### src/hdl/daisy_link_defines.vh
// Constants for the daisy-chain UART port logic.
`ifndef DAISY_LINK_DEFINES_VH
`define DAISY_LINK_DEFINES_VH
// -------------------------------------------------------------------------
// Register byte addresses
// -------------------------------------------------------------------------
`define ADDR_CONFIG 4'h0
`define ADDR_STATUS 4'h4
`define ADDR_FAULT_ONE 4'h8
// -------------------------------------------------------------------------
// Config fields
// -------------------------------------------------------------------------
`define CFG_LOWER_FLOAT 0
`define CFG_UPPER_FLOAT 1
`define CFG_LOOPBACK 2
`define CFG_SOFT_RESET 3
`define CFG_SHUTDOWN_PULL 4
// -------------------------------------------------------------------------
// Status and fault fields
// -------------------------------------------------------------------------
`define ST_PARITY 2
`define ST_MANCHESTER 4
`define ST_SHUTDOWN 5
`define FLT_LOWER_SE 0
`define FLT_UPPER_SE 1
// -------------------------------------------------------------------------
// Characters and timing
// -------------------------------------------------------------------------
`define PREAMBLE_PATTERN 8'h15
`define STOP_PATTERN 8'h54
`define CHAR_BITS 12
`define BAUD_FAST_CYC 10'h000
`endif
### src/hdl/daisy_chain_uart_link.v
// Daisy-chain UART port logic: relay, rate and mode detection, checks and shutdown control.
// Notes on behaviour
// - Lower receive data is relayed straight to the upper transmitter, unbuffered.
// - Upper receive data, looped on the top device, is relayed to the lower transmitter.
// - Bit rate of 2, 1 or 0.5 Mb/s is learned from first preamble after reset.
// - Each transmitter is silent until the opposite receiver has locked its rate.
// - Idle transmitters drive both outputs low, or float when float-idle bit is 1.
// - Receivers start differential; first preamble may switch to single-ended until reset.
// - Fault status shows per-port mode: 0 differential, 1 single-ended.
// - Open positive input is seen as single-ended and sets that flag.
// - Loopback select 1 routes upper transmit data to upper receiver internally.
// - Every character is twelve bit periods: start, eight payload, parity, two stops.
// - Preamble is 15h with parity one; any other non-stop pattern is data.
// - Data characters carry one nibble, sent least significant first.
// - Each payload bit is followed by its complement; violations set Manchester error.
// - Data parity is zero; a mismatch sets the parity error flag.
// - Soft reset bit resets all registers and disables high-voltage operation.
// - Forced-shutdown bit enables the pull-down on the shutdown input.
// - Low shutdown input sets the alert flag and disables the regulator.
// - Stop character is 54h with parity one, ending a packet.
// - Data bit order: start, four true/inverted pairs, parity zero, two stops.
//
// Design decisions made here: the register offsets and the Wishbone interface to the registers.
`timescale 1ns/1ps
`include "daisy_link_defines.vh"
module daisy_chain_uart_link #(
  parameter CNT_W = 10
) (
  input wire clk,
  input wire arst_n,
  input wire wb_cyc_i,
  input wire wb_stb_i,
  input wire wb_we_i,
  input wire [3:0] wb_adr_i,
  input wire [3:0] wb_sel_i,
  input wire [31:0] wb_dat_i,
  output reg [31:0] wb_dat_o,
  output reg wb_ack_o,
  input wire lower_rx_positive_input,
  input wire lower_rx_negative_input,
  input wire upper_rx_positive_input,
  input wire upper_rx_negative_input,
  output wire lower_tx_p,
  output wire lower_tx_n,
  output wire lower_tx_oe,
  output wire upper_tx_p,
  output wire upper_tx_n,
  output wire upper_tx_oe,
  input wire shutdown_input_low,
  output wire shutdown_pulldown_en,
  output wire regulator_en,
  output wire high_voltage_en
);
  // -----------------------------------------------------------------------
  // Registers
  // -----------------------------------------------------------------------
  reg lower_tx_float_idle;
  reg upper_tx_float_idle;
  reg internal_loopback_select;
  reg software_shutdown_pulldown_bit;
  reg soft_reset_request_bit;
  reg manchester_error_flag;
  reg parity_error_flag;
  reg shutdown_alert_flag;
  wire lower_rx_single_ended_flag;
  wire upper_rx_single_ended_flag;
  wire lower_man_err, lower_par_err, upper_man_err, upper_par_err;
  wire lower_locked, upper_locked;
  wire lower_line, upper_line, lower_busy, upper_busy;
  wire wb_req = wb_cyc_i & wb_stb_i & ~wb_ack_o;
  wire wr_cfg = wb_req & wb_we_i & wb_sel_i[0] & (wb_adr_i == `ADDR_CONFIG);
  wire wr_status = wb_req & wb_we_i & wb_sel_i[0] & (wb_adr_i == `ADDR_STATUS);
  // Soft reset acts one cycle after the write, clearing every register.
  wire soft_clear = soft_reset_request_bit;
  always @(posedge clk or negedge arst_n) begin
    if (!arst_n) begin
      lower_tx_float_idle <= 1'b0;
      upper_tx_float_idle <= 1'b0;
      internal_loopback_select <= 1'b0;
      software_shutdown_pulldown_bit <= 1'b0;
      soft_reset_request_bit <= 1'b0;
      manchester_error_flag <= 1'b0;
      parity_error_flag <= 1'b0;
      shutdown_alert_flag <= 1'b0;
      wb_ack_o <= 1'b0;
      wb_dat_o <= 32'h00000000;
    end else begin
      wb_ack_o <= wb_req;
      if (soft_clear) begin
        lower_tx_float_idle <= 1'b0;
        upper_tx_float_idle <= 1'b0;
        internal_loopback_select <= 1'b0;
        software_shutdown_pulldown_bit <= 1'b0;
        soft_reset_request_bit <= 1'b0;
        manchester_error_flag <= 1'b0;
        parity_error_flag <= 1'b0;
        shutdown_alert_flag <= 1'b0;
      end else begin
        if (wr_cfg) begin
          lower_tx_float_idle <= wb_dat_i[`CFG_LOWER_FLOAT];
          upper_tx_float_idle <= wb_dat_i[`CFG_UPPER_FLOAT];
          internal_loopback_select <= wb_dat_i[`CFG_LOOPBACK];
          soft_reset_request_bit <= wb_dat_i[`CFG_SOFT_RESET];
          software_shutdown_pulldown_bit <= wb_dat_i[`CFG_SHUTDOWN_PULL];
        end
        // Write one to clear; a new event in the same cycle wins.
        manchester_error_flag <= (lower_man_err | upper_man_err) |
          (manchester_error_flag & ~(wr_status & wb_dat_i[`ST_MANCHESTER]));
        parity_error_flag <= (lower_par_err | upper_par_err) |
          (parity_error_flag & ~(wr_status & wb_dat_i[`ST_PARITY]));
        shutdown_alert_flag <= shutdown_input_low |
          (shutdown_alert_flag & ~(wr_status & wb_dat_i[`ST_SHUTDOWN]));
      end
      if (wb_req && !wb_we_i) begin
        case (wb_adr_i)
          `ADDR_CONFIG: wb_dat_o <= {27'h0000000, software_shutdown_pulldown_bit, soft_reset_request_bit,
            internal_loopback_select, upper_tx_float_idle, lower_tx_float_idle};
          `ADDR_STATUS: wb_dat_o <= {26'h0000000, shutdown_alert_flag, manchester_error_flag, 1'b0,
            parity_error_flag, 2'b00};
          `ADDR_FAULT_ONE: wb_dat_o <= {30'h00000000, upper_rx_single_ended_flag,
            lower_rx_single_ended_flag};
          default: wb_dat_o <= 32'h00000000;
        endcase
      end
    end
  end
  assign shutdown_pulldown_en = software_shutdown_pulldown_bit;
  assign regulator_en = ~shutdown_input_low;
  assign high_voltage_en = ~soft_reset_request_bit & ~shutdown_input_low;
  // -----------------------------------------------------------------------
  // Receivers
  // -----------------------------------------------------------------------
  // Loopback on: the upper receiver hears the upper transmitter, pins ignored.
  wire upper_p = internal_loopback_select ? upper_tx_p : upper_rx_positive_input;
  wire upper_n = internal_loopback_select ? upper_tx_n : upper_rx_negative_input;
  daisy_port_receiver #(.CNT_W(CNT_W)) u_lower_rx (
    .clk(clk),
    .arst_n(arst_n),
    .soft_clear(soft_clear),
    .rx_p(lower_rx_positive_input),
    .rx_n(lower_rx_negative_input),
    .line(lower_line),
    .busy(lower_busy),
    .locked(lower_locked),
    .single_ended(lower_rx_single_ended_flag),
    .man_err(lower_man_err),
    .par_err(lower_par_err)
  );
  daisy_port_receiver #(.CNT_W(CNT_W)) u_upper_rx (
    .clk(clk),
    .arst_n(arst_n),
    .soft_clear(soft_clear),
    .rx_p(upper_p),
    .rx_n(upper_n),
    .line(upper_line),
    .busy(upper_busy),
    .locked(upper_locked),
    .single_ended(upper_rx_single_ended_flag),
    .man_err(upper_man_err),
    .par_err(upper_par_err)
  );
  // -----------------------------------------------------------------------
  // Transmitters
  // -----------------------------------------------------------------------
  // The decoded line is relayed bit by bit, so no character is buffered.
  // A relayed start bit shows as n high and p low, which the next receiver
  // tells apart from the idle state with both outputs low.
  wire upper_active = lower_locked & lower_busy;
  wire lower_active = upper_locked & upper_busy;
  assign upper_tx_p = upper_active & lower_line;
  assign upper_tx_n = upper_active & ~lower_line;
  assign upper_tx_oe = upper_active | ~upper_tx_float_idle;
  assign lower_tx_p = lower_active & upper_line;
  assign lower_tx_n = lower_active & ~upper_line;
  assign lower_tx_oe = lower_active | ~lower_tx_float_idle;
endmodule
// -------------------------------------------------------------------------
// One port receiver
// -------------------------------------------------------------------------
module daisy_port_receiver #(
  parameter CNT_W = 10
) (
  input wire clk,
  input wire arst_n,
  input wire soft_clear,
  input wire rx_p,
  input wire rx_n,
  output wire line,
  output wire busy,
  output reg locked,
  output reg single_ended,
  output reg man_err,
  output reg par_err
);
  localparam S_IDLE = 2'd0;
  localparam S_MEASURE = 2'd1;
  localparam S_FRAME = 2'd2;
  localparam S_SKIP = 2'd3;
  reg [1:0] state;
  reg [CNT_W-1:0] cnt;
  reg [CNT_W-1:0] period;
  reg [3:0] bit_idx;
  reg [11:0] shreg;
  reg seen_first;
  reg rx_q;
  // -----------------------------------------------------------------------
  // Line decode
  // -----------------------------------------------------------------------
  // Differential: idle (both low) and mark both read as one, a space as zero.
  // Single-ended: the positive input is ignored and data is taken from ~rx_n.
  assign line = single_ended ? ~rx_n : (rx_p | ~rx_n);
  // Only a real character is relayed; the locking preamble is swallowed.
  assign busy = (state == S_FRAME);
  wire [11:0] word = {line, shreg[11:1]};
  wire [7:0] payload = word[8:1];
  wire is_pre = (payload == `PREAMBLE_PATTERN) & word[9];
  wire is_stop = (payload == `STOP_PATTERN) & word[9];
  wire pairs_ok = (payload[0] ^ payload[1]) & (payload[2] ^ payload[3]) &
    (payload[4] ^ payload[5]) & (payload[6] ^ payload[7]);
  wire half = (cnt == {1'b0, period[CNT_W-1:1]});
  always @(posedge clk or negedge arst_n) begin
    if (!arst_n) begin
      state <= S_IDLE;
      cnt <= {CNT_W{1'b0}};
      period <= {CNT_W{1'b0}};
      bit_idx <= 4'h0;
      shreg <= 12'h000;
      locked <= 1'b0;
      single_ended <= 1'b0;
      seen_first <= 1'b0;
      man_err <= 1'b0;
      par_err <= 1'b0;
      rx_q <= 1'b0;
    end else if (soft_clear) begin
      state <= S_IDLE;
      locked <= 1'b0;
      single_ended <= 1'b0;
      seen_first <= 1'b0;
      man_err <= 1'b0;
      par_err <= 1'b0;
    end else begin
      rx_q <= line;
      man_err <= 1'b0;
      par_err <= 1'b0;
      case (state)
        S_IDLE: begin
          cnt <= {CNT_W{1'b0}};
          if (rx_q && !line) begin
            state <= locked ? S_FRAME : S_MEASURE;
            bit_idx <= 4'h0;
          end
        end
        S_MEASURE: begin
          // The preamble starts with a zero bit then a one: time the start bit.
          cnt <= cnt + {{(CNT_W-1){1'b0}}, 1'b1};
          if (line) begin
            period <= cnt + {{(CNT_W-1){1'b0}}, 1'b1};
            // The first data bit of the preamble is a one on the positive input in
            // differential mode; a grounded or open positive input stays low.
            if (!seen_first) begin
              single_ended <= ~rx_p;
            end
            seen_first <= 1'b1;
            locked <= 1'b1;
            // Sit out the rest of the locking preamble, one cycle into its first data bit.
            state <= S_SKIP;
            cnt <= {{(CNT_W-1){1'b0}}, 1'b1};
            bit_idx <= 4'h1;
            shreg <= 12'h000;
          end
        end
        S_FRAME, S_SKIP: begin
          if (half) begin
            shreg <= word;
            bit_idx <= bit_idx + 4'h1;
          end
          if (cnt == period - {{(CNT_W-1){1'b0}}, 1'b1}) begin
            cnt <= {CNT_W{1'b0}};
          end else begin
            cnt <= cnt + {{(CNT_W-1){1'b0}}, 1'b1};
          end
          if (half && bit_idx == `CHAR_BITS - 1) begin
            state <= S_IDLE;
            if (state == S_FRAME && !is_pre && !is_stop) begin
              man_err <= ~pairs_ok;
              par_err <= word[9] | ~word[10] | ~word[11];
            end
          end
        end
        default: state <= S_IDLE;
      endcase
    end
  end
endmodule

### config.mk
export PLATFORM = sky130hd
export DESIGN_NAME = daisy_chain_uart_link
export DESIGN_NICKNAME = d
export VERILOG_FILES = /design/src/hdl/daisy_chain_uart_link.v
export VERILOG_INCLUDE_DIRS = /design/src /design/src/hdl
export SDC_FILE = /design/constraint.sdc
export NUM_CORES = 1
export LEC_CHECK = 0
export ABC_AREA = 1
export BUFFER_PORTS_ARGS = -buffer_cell sky130_fd_sc_hd__buf_4
export CORE_MARGIN = 2
export CORE_UTILIZATION = 62
export DETAILED_ROUTE_END_ITERATION = 12
export GPL_ROUTABILITY_DRIVEN = 0
export PLACE_DENSITY_LB_ADDON = 0.15
export SYNTH_ARGS = -nofsm -noshare
export SYNTH_HDL_FRONTEND = slang
export SYNTH_SLANG_ARGS = --single-unit
### constraint.sdc
create_clock -name clk -period 2.9 [get_ports clk]
set_input_delay 0.435 -clock clk [delete_from_list [all_inputs] [get_ports clk]]
set_output_delay 0.435 -clock clk [all_outputs]
set_load 0.01 [all_outputs]
==> summary.md, run 1 <==
| Metric | Value |
|---|---|
| Combinational family with the most area after synthesis | simple AND/OR/NAND/NOR gates |
| CTS buffer count | 9 |
| Post-synthesis compound-gate area fraction | 0.09341 |
| Worst-Margin Slew | 0.5891 ns |
| Port buffer count | 36 |
| Post-synthesis register bit count | 97 |
| Ys flop type | dfrtp_1 |
| Multiplexer area fraction after synthesis | 0 |
| HP Class | input port to async pin |
| Combinational power share | 0.349 |
| Sw frac | 0.3952 |
| Fmax | 0.4432 GHz |
| DR vias/cell | 5.171 |
| RSZ-0062 raised after global routing | false |
| VDD IR-drop max | 441.2 uV |
| Synth Area in Adders | 0.03647 |
| Root buffer cell | clkbuf_8 |
| WL/cell | 12.45 um |
| Syn Std Cell Area | 6175 um2 |
| Post-cts sizing count | 0 |
| Dpl hpwl | 9424 um |
| Critical-path maximum fanout | 6 |
| Critical Path RT | 2.47 ns |
| Crit path launch type | flip-flop |
| CP endpoint kind | output port |
| Crit path time final | 2.256 ns |
| Clock buffer depth | 2 |
| Register area share after synthesis | 0.3931 |
| Psw | 0.001705 W |
| Chip Height | 103.8 um |
| Post-Syn Instances | 851 |
| Fillcell total | 850 |
| GRT Overall Usage | 0.2469 |
| Post-route clock period utilization | 0.7780 |
| CTS HTree Levels | 3 |
| Die area | 10770 um2 |
| Area delta synth->final | 7.072% |
| Clk sink count | 97 |
| I/O pin cnt | 92 |
| DIE WIDTH | 103.8 um |
| Clock share of power | 0.206 |
| Total negative slack | 0 ns |
| Worst rel slew slack | 0.6073 |
| Fin. max-slew vios | 0 |
| Post-synth EDFFs | 0 |
| Antenna violations before repair | 0 |
| Setup CP Type | flip-flop to output port |
| ANT nets after route | 0 |
| Pint | 0.002610 W |
| Drt pass-1 iters | 6 |
| Power Density | 652.6 nW/um2 |
| Pin count of the biggest net entering global routing | 55 |
| Share of cells above drive strength 1 | 0.1202 |
| Simple-Gate Fraction of Synth Area | 0.3137 |
| Hold Buf Count CTS | 0 |
| Post-CTS Setup Bufs | 0 |
| Via count | 5249 |
| TritonCTS clock tree | yes |
| Clk_skew | 0.008602 ns |
| WP data arrival | 1.82 ns |
| Residual DRC | 0 |
| Vias in the first global route | 5120 |
| Synthesis warning total | 0 |
| Avg Inst Size Synth | 7.256 um2 |
| Largest area contributor in the netlist | dfrtp_1 |
| Non-filler cells, final | 1015 |
| Final-report setup violation count | 0 |
| Drt total wl | 12640 um |
| First-pass GRT wire length | 22340 um |
| Grt ovf | 0 |
| Worst R2R Setup Slack | 0.80 ns |
| MaxCap Viol Count | 0 |
| Synth area leaders | dfrtp_1, nand2_1, inv_1, nor2_1, nand3_1 |
| Leakage | 3.482 nW |
| Placed cells | 999 |
| Number of diodes | 0 |
| Clk_lat worst skew | 0.37 ns |
| Clock Pin Slew Worst Setup and Hold Paths | 0.09 ns |
| Initial Util | 0.6346 |
| Core Util, Final | 0.6795 |
| XOR/XNOR Fraction of Synth Area | 0.05106 |
| Initial DRC Count | 272 |
| Async S/R FF share, synth | 1.000 |
| Reg power frac | 0.444 |
| Yosys top cell area share | 0.3931 |
| Status | complete, no violations |
| NumNets Final | 945 |
| Row count | 36 |
| Netlist cell types | 42 |
| Final Hold Fails | 0 |
| Core area | 9729 um2 |
==> power by group through the flow <==
stage          clock, W  sequential, W  combinational [W]
6_report       0.000891        0.00192            0.00151
5_1_grt        0.000951        0.00196            0.00176
4_1_cts        0.000904        0.00191            0.00152
3_5_place_dp          0        0.00194            0.00151
3_3_place_gp          0        0.00192            0.00143
2_1_floorplan         0        0.00182            0.00133
==> state kept, by name (all words and copies together), names as in the netlist, 2 cells and up <==
signal,count
u_lower_rx.state,2
u_upper_rx.bit_idx,4
u_lower_rx.cnt,10
u_upper_rx.shreg,10
u_upper_rx.state,2
wb_dat_o,6
u_lower_rx.bit_idx,4
u_lower_rx.period,10
u_upper_rx.period,10
u_lower_rx.shreg,10
u_upper_rx.cnt,10
==> placed cells by master (no fill, tap or decap), types with 6 or more instances in the layout <==
cell	netlist	final
inv_2	9	9
buf_4	28	39
ha_1	18	18
nand3_1	51	51
xnor2_1	15	15
clkbuf_8	0	10
nor3_1	6	6
conb_1	1	26
nand2_2	8	8
a21oi_1	11	11
dfrtp_1	97	97
nand4_1	10	10
inv_1	85	85
xor2_1	21	21
o21ai_0	39	39
o21ai_2	20	20
nand2_1	292	292
nor2_1	82	82
==> final cells by class <==
class                           instances  area, um2  area share
Clock inverter                          5      55.05    0.008327
Inverter                               95      356.6     0.05394
Sequential cell                        97       2427      0.3671
Multi-Input combinational cell        634       3152      0.4767
Timing Repair Buffer                   40      312.8     0.04731
Tap cell                              133      166.4     0.02517
Clock buffer                           11      141.4     0.02139
==> routing by layer <==
metal	global-route usage	part of all wire
met1	0.3287	0.45
met2	0.4092	0.47
met3	0.04531	0.060
met4	0.08398	0.013
met5	0	0
==> kinds of logic after synthesis <==
logic type,Yosys count
xor gates and xnor gates,36
and+or+nand+nor,464
adders and majority gates,18
buffers and inverters,145
AOI/OAI and AO/OA,90
other,1
DFF,97
==> stage by stage <==
step	hold WS, ns	instance area [um2]	worst slack [ns]	total power (W)
global route	0.09600	6611	0.4988	0.004668
floorplan	0.1394	6269	1.176	0.003146
CTS	0.07130	6611	0.6270	0.004338
finish	0.05570	6611	0.6438	0.004315
detailed placement	0.4321	6415	0.8036	0.003448
global placement	0.4325	6415	0.8557	0.003354
==> synthesized netlist by cell type (8+ instances only) <==
cell type / count
buf_4: 28
nand2_2: 8
inv_1: 85
nand2_1: 292
nand4_1: 10
ha_1: 18
nand3_1: 51
xnor2_1: 15
inv_2: 9
o21ai_0: 39
xor2_1: 21
a21oi_1: 11
clkbuf_1: 8
nor2_1: 82
dfrtp_1: 97
o21ai_2: 20
==> path summary, 6_finish.rpt <==
path | end | cells past startpoint | start
min in group clk | soft_clear | 3 | wb_dat_i[3]
hold / removal | wb_dat_o[2] | 1 | arst_n
setup / recovery | lower_tx_p | 10 | u_lower_rx.state[0]
hold reg to reg | wb_ack_o | 1 | wb_ack_o
setup reg to reg | u_upper_rx.cnt[6] | 13 | u_upper_rx.period[0]
max in group asynchronous | u_upper_rx.locked | 2 | arst_n
==> worst max-delay path, stage by stage, from the launching register on <==
cell and delay, ns:
dfrtp_1 0.42, inv_2 0.10, nand3_2 0.12, nor2_2 0.16
nand2_1 0.07, nand2_2 0.08, nand2_2 0.07, nand2_2 0.13
inv_1 0.09, nor2_1 0.09, buf_4 0.12
Power figures use the tool's default switching activity.
==> run 2, diff against run 1 <==
Settings changed: ABC_AREA 1 to 0, CORE_UTILIZATION 62 to 57.
Clock period 2.9 ns to 2.3 ns, I/O delays scaled along.
==> summary.md, run 2 <==
| Metric | Value |
|---|---|
| Core area | 9864 um2 |
| Highest routed layer | met4 |
| CTS buffer count | 9 |
| Met1 Routed Length | 5735 um |
| Commonest cells after routing, fill and taps aside | dfrtp_1, buf_4, nor2_1, nand2_1, xnor2_1 |
| I/O pin cnt | 92 |
| Final-report setup violation count | 10 |
| Synth area leaders | dfrtp_1, xnor2_1, nor2_1, ha_1, buf_4 |
| Power, Total | 0.006674 W |
| Crit path launch type | flip-flop |
| Commonest cells post-synth | dfrtp_1, nor2_1, nand2_1 |
| Drt pass-1 iters | 4 |
| Critical path depth | 9 |
| Launch point of the worst path | u_lower_rx.period[2] |
| VDD IR-drop max | 673.8 uV |
| FF-to-FF Start | u_lower_rx.period[2] |
| Critical Path RT | 2.56 ns |
| Routed wl met3 | 332 um |
| GRT Overall Usage | 0.2406 |
| Initial DRC Count | 193 |
| Syn Std Cell Area | 5834 um2 |
| Fmax | 0.3951 GHz |
| Most instantiated library cell after synthesis | dfrtp_1 |
| Setup CP Type | flip-flop to flip-flop |
| Multi-input combinational cell area | 3110 um2 |
| Simple-Gate Fraction of Synth Area | 0.1819 |
| Post-route setup slack | -0.2312 ns |
| Power Density | 1001 nW/um2 |
| CP cell instances | buf_4 > or4_1 > nor2_1 > xnor2_1 > nand4_1 > o41ai_4 > buf_4 > o21bai_1 > a21o_1 |
| HP Class | input port to flip-flop |
| Async S/R FF share, synth | 1.000 |
| Area delta synth->final | 14.26% |
| Avg Inst Size Synth | 9.004 um2 |
| Port buffer count | 36 |
| Initial Util | 0.5915 |
| Status | finished with violations |
| TritonCTS clock tree | yes |
| Register area | 2430 um2 |
| Post-synthesis register bit count | 97 |
| Top delay family on crit path | simple AND/OR/NAND/NOR gates |
| Critical-path maximum fanout | 6 |
| Combinational family with the most area after synthesis | simple AND/OR/NAND/NOR gates |
| Netlist cell types | 63 |
| Met2 routed WL | 6320 um |
| Clock buffer depth | 2 |
| Dpl hpwl | 9192 um |
| First-pass GRT wire length | 21680 um |
| Antenna violations before repair | 0 |
| Clk_skew | 0.01190 ns |
| Clock Pin Slew Worst Setup and Hold Paths | 0.09 ns |
| RSZ-0062 raised after global routing | true |
| CP most frequent cell | buf_4 |
| Multiplexer area fraction after synthesis | 0.02102 |
| Worst R2R Setup Slack | -0.23 ns |
| Synthesis warning total | 0 |
| Clk_lat worst skew | 0.37 ns |
| Core Util, Final | 0.6758 |
| MaxCap Viol Count | 0 |
| Ys flop type | dfrtp_1 |
| Yosys top cell area share | 0.4160 |
| Largest area contributor in the netlist | dfrtp_1 |
| Worst rel slew slack | 0.6000 |
| Hold path start | lower_rx_positive_input |
| FF-to-FF path depth | 9 |
| Fin. max-slew vios | 0 |
| Worst-Margin Slew | 0.6000 ns |
| Pin count of the biggest net entering global routing | 47 |
| Slowest CP cell | or4_1 |
| DR vias/cell | 5.541 |
| DIE WIDTH | 105.2 um |
| Post-Syn Instances | 648 |
| NumNets Final | 768 |
| CTS HTree Levels | 3 |
| Root buffer cell | clkbuf_8 |
| WP data arrival | 2.79 ns |
| Via count | 4643 |
| Vias in the first global route | 4680 |
| WL/cell | 15.01 um |
| Register area share after synthesis | 0.4160 |
| Residual DRC | 0 |
| Non-filler cells, final | 838 |
| Post-route clock period utilization | 1.101 |
| Post-synth EDFFs | 0 |
| Fillcell total | 784 |
| Number of diodes | 0 |
| Chip Height | 105.2 um |
| Synth Area in Adders | 0.03860 |
| Die area | 11060 um2 |
| Leakage | 2.997 nW |
| Row count | 36 |
| Drt total wl | 12580 um |
| Hold Slack | 0.1677 ns |
| Share of cells above drive strength 1 | 0.1858 |
| Final Hold Fails | 0 |
| Commonest non-fill, non-tap cell in the layout | dfrtp_1 |
| XOR/XNOR Fraction of Synth Area | 0.09908 |
| Crit path time final | 2.531 ns |
| Critical path capture point | u_lower_rx.cnt[5] |
| Failing checks | setup timing |
| ANT nets after route | 0 |
| Post-synthesis compound-gate area fraction | 0.1568 |
| Grt ovf | 0 |
| Clk sink count | 97 |
| CP endpoint kind | flip-flop |
| Reg2Reg Capture Point | u_lower_rx.cnt[5] |
| Buf/Inv on CP | 2 |
| Crit-path max cell delay | 0.53 ns |
| Placed cells | 818 |
-- run 2: changes by cell type after synthesis, moves of 15 or more --
| cell | previous run | this run |
|---|---|---|
| nand3_1 | 51 | 26 |
| a21oi_1 | 11 | 27 |
| clkbuf_1 | 8 | 38 |
| inv_1 | 85 | 34 |
| o21ai_2 | 20 | 0 |
| nor2_1 | 82 | 67 |
| nand2_1 | 292 | 50 |
| xnor2_1 | 15 | 45 |
-- run 2: how the worst min path moves through the flow --
stage	endpoint	depth (start not counted)
after CTS	u_lower_rx.single_ended	2
final	u_lower_rx.single_ended	2
after global placement	wb_dat_o[3]	1
after detailed placement	wb_dat_o[0]	1
after global routing	u_lower_rx.single_ended	2
after floorplan	internal_loopback_select	0
-- run 2: where the power goes --
group / leakage [nW] / switching [W] / total, W / internal [W]
sequential: 1.23 / 0.000512 / 0.00264 / 0.00212
clock: 0.0814 / 0.000565 / 0.000959 / 0.000394
combinational: 1.68 / 0.00155 / 0.00308 / 0.00153
total: 3.00 / 0.00262 / 0.00667 / 0.00405
-- run 2: area by class of cell --
class,count,area share
timing repair buffer,86,0.1012
multi-input combinational,472,0.4666
clock buffer,13,0.02083
clock inverter,3,0.002815
sequential,97,0.3645
inverter,34,0.01914
tap,133,0.02496
-- run 2: cells by family (layout without fill, tap and decap cells) --
| logic type | Yosys count | in the layout |
|---|---|---|
| AOI/OAI and AO/OA | 133 | 133 |
| other | 1 | 26 |
| adders and majority gates | 18 | 18 |
| muxes | 12 | 12 |
| DFF | 97 | 97 |
| and+or+nand+nor | 217 | 217 |
| xor gates and xnor gates | 66 | 66 |
| buffers and inverters | 104 | 136 |
-- run 2: repair_timing --
action,CTS,global route
setup buffers,0,2
hold buffers,1,0
cloned,1,0
resized for setup,3,17
pin swaps,2,3
setup endpoints to repair,19,21
hold endpoints to repair,43,0
-- run 2: metrics by stage --
step	setup TNS (ns)	cell area (um2)	setup WS, ns
finish	-1.679	6666	-0.2312
global route	-2.598	6666	-0.3173
CTS	-1.825	6558	-0.2407
detailed placement	-1.782	6382	-0.2352
global placement	-0.8211	6382	-0.1453
floorplan	-1.649	5953	-0.2478
-- run 2: routing by layer --
| layer | global-route usage | vias up |
|---|---|---|
| met1 | 0.3158 | 2268 |
| met5 | 0 | - |
| met3 | 0.03618 | 16 |
| li1 | - | 2284 |
| met4 | 0.08952 | 0 |
| met2 | 0.4035 | 75 |
-- run 2: worst register-to-register path, delay by kind of cell, from the launching register on --
family                    cells  cell delay, ns
AOI/OAI and AO/OA             3            0.69
buffers and inverters         2            0.34
DFF                           1            0.39
xor gates and xnor gates      1            0.14
and+or+nand+nor               3            0.87
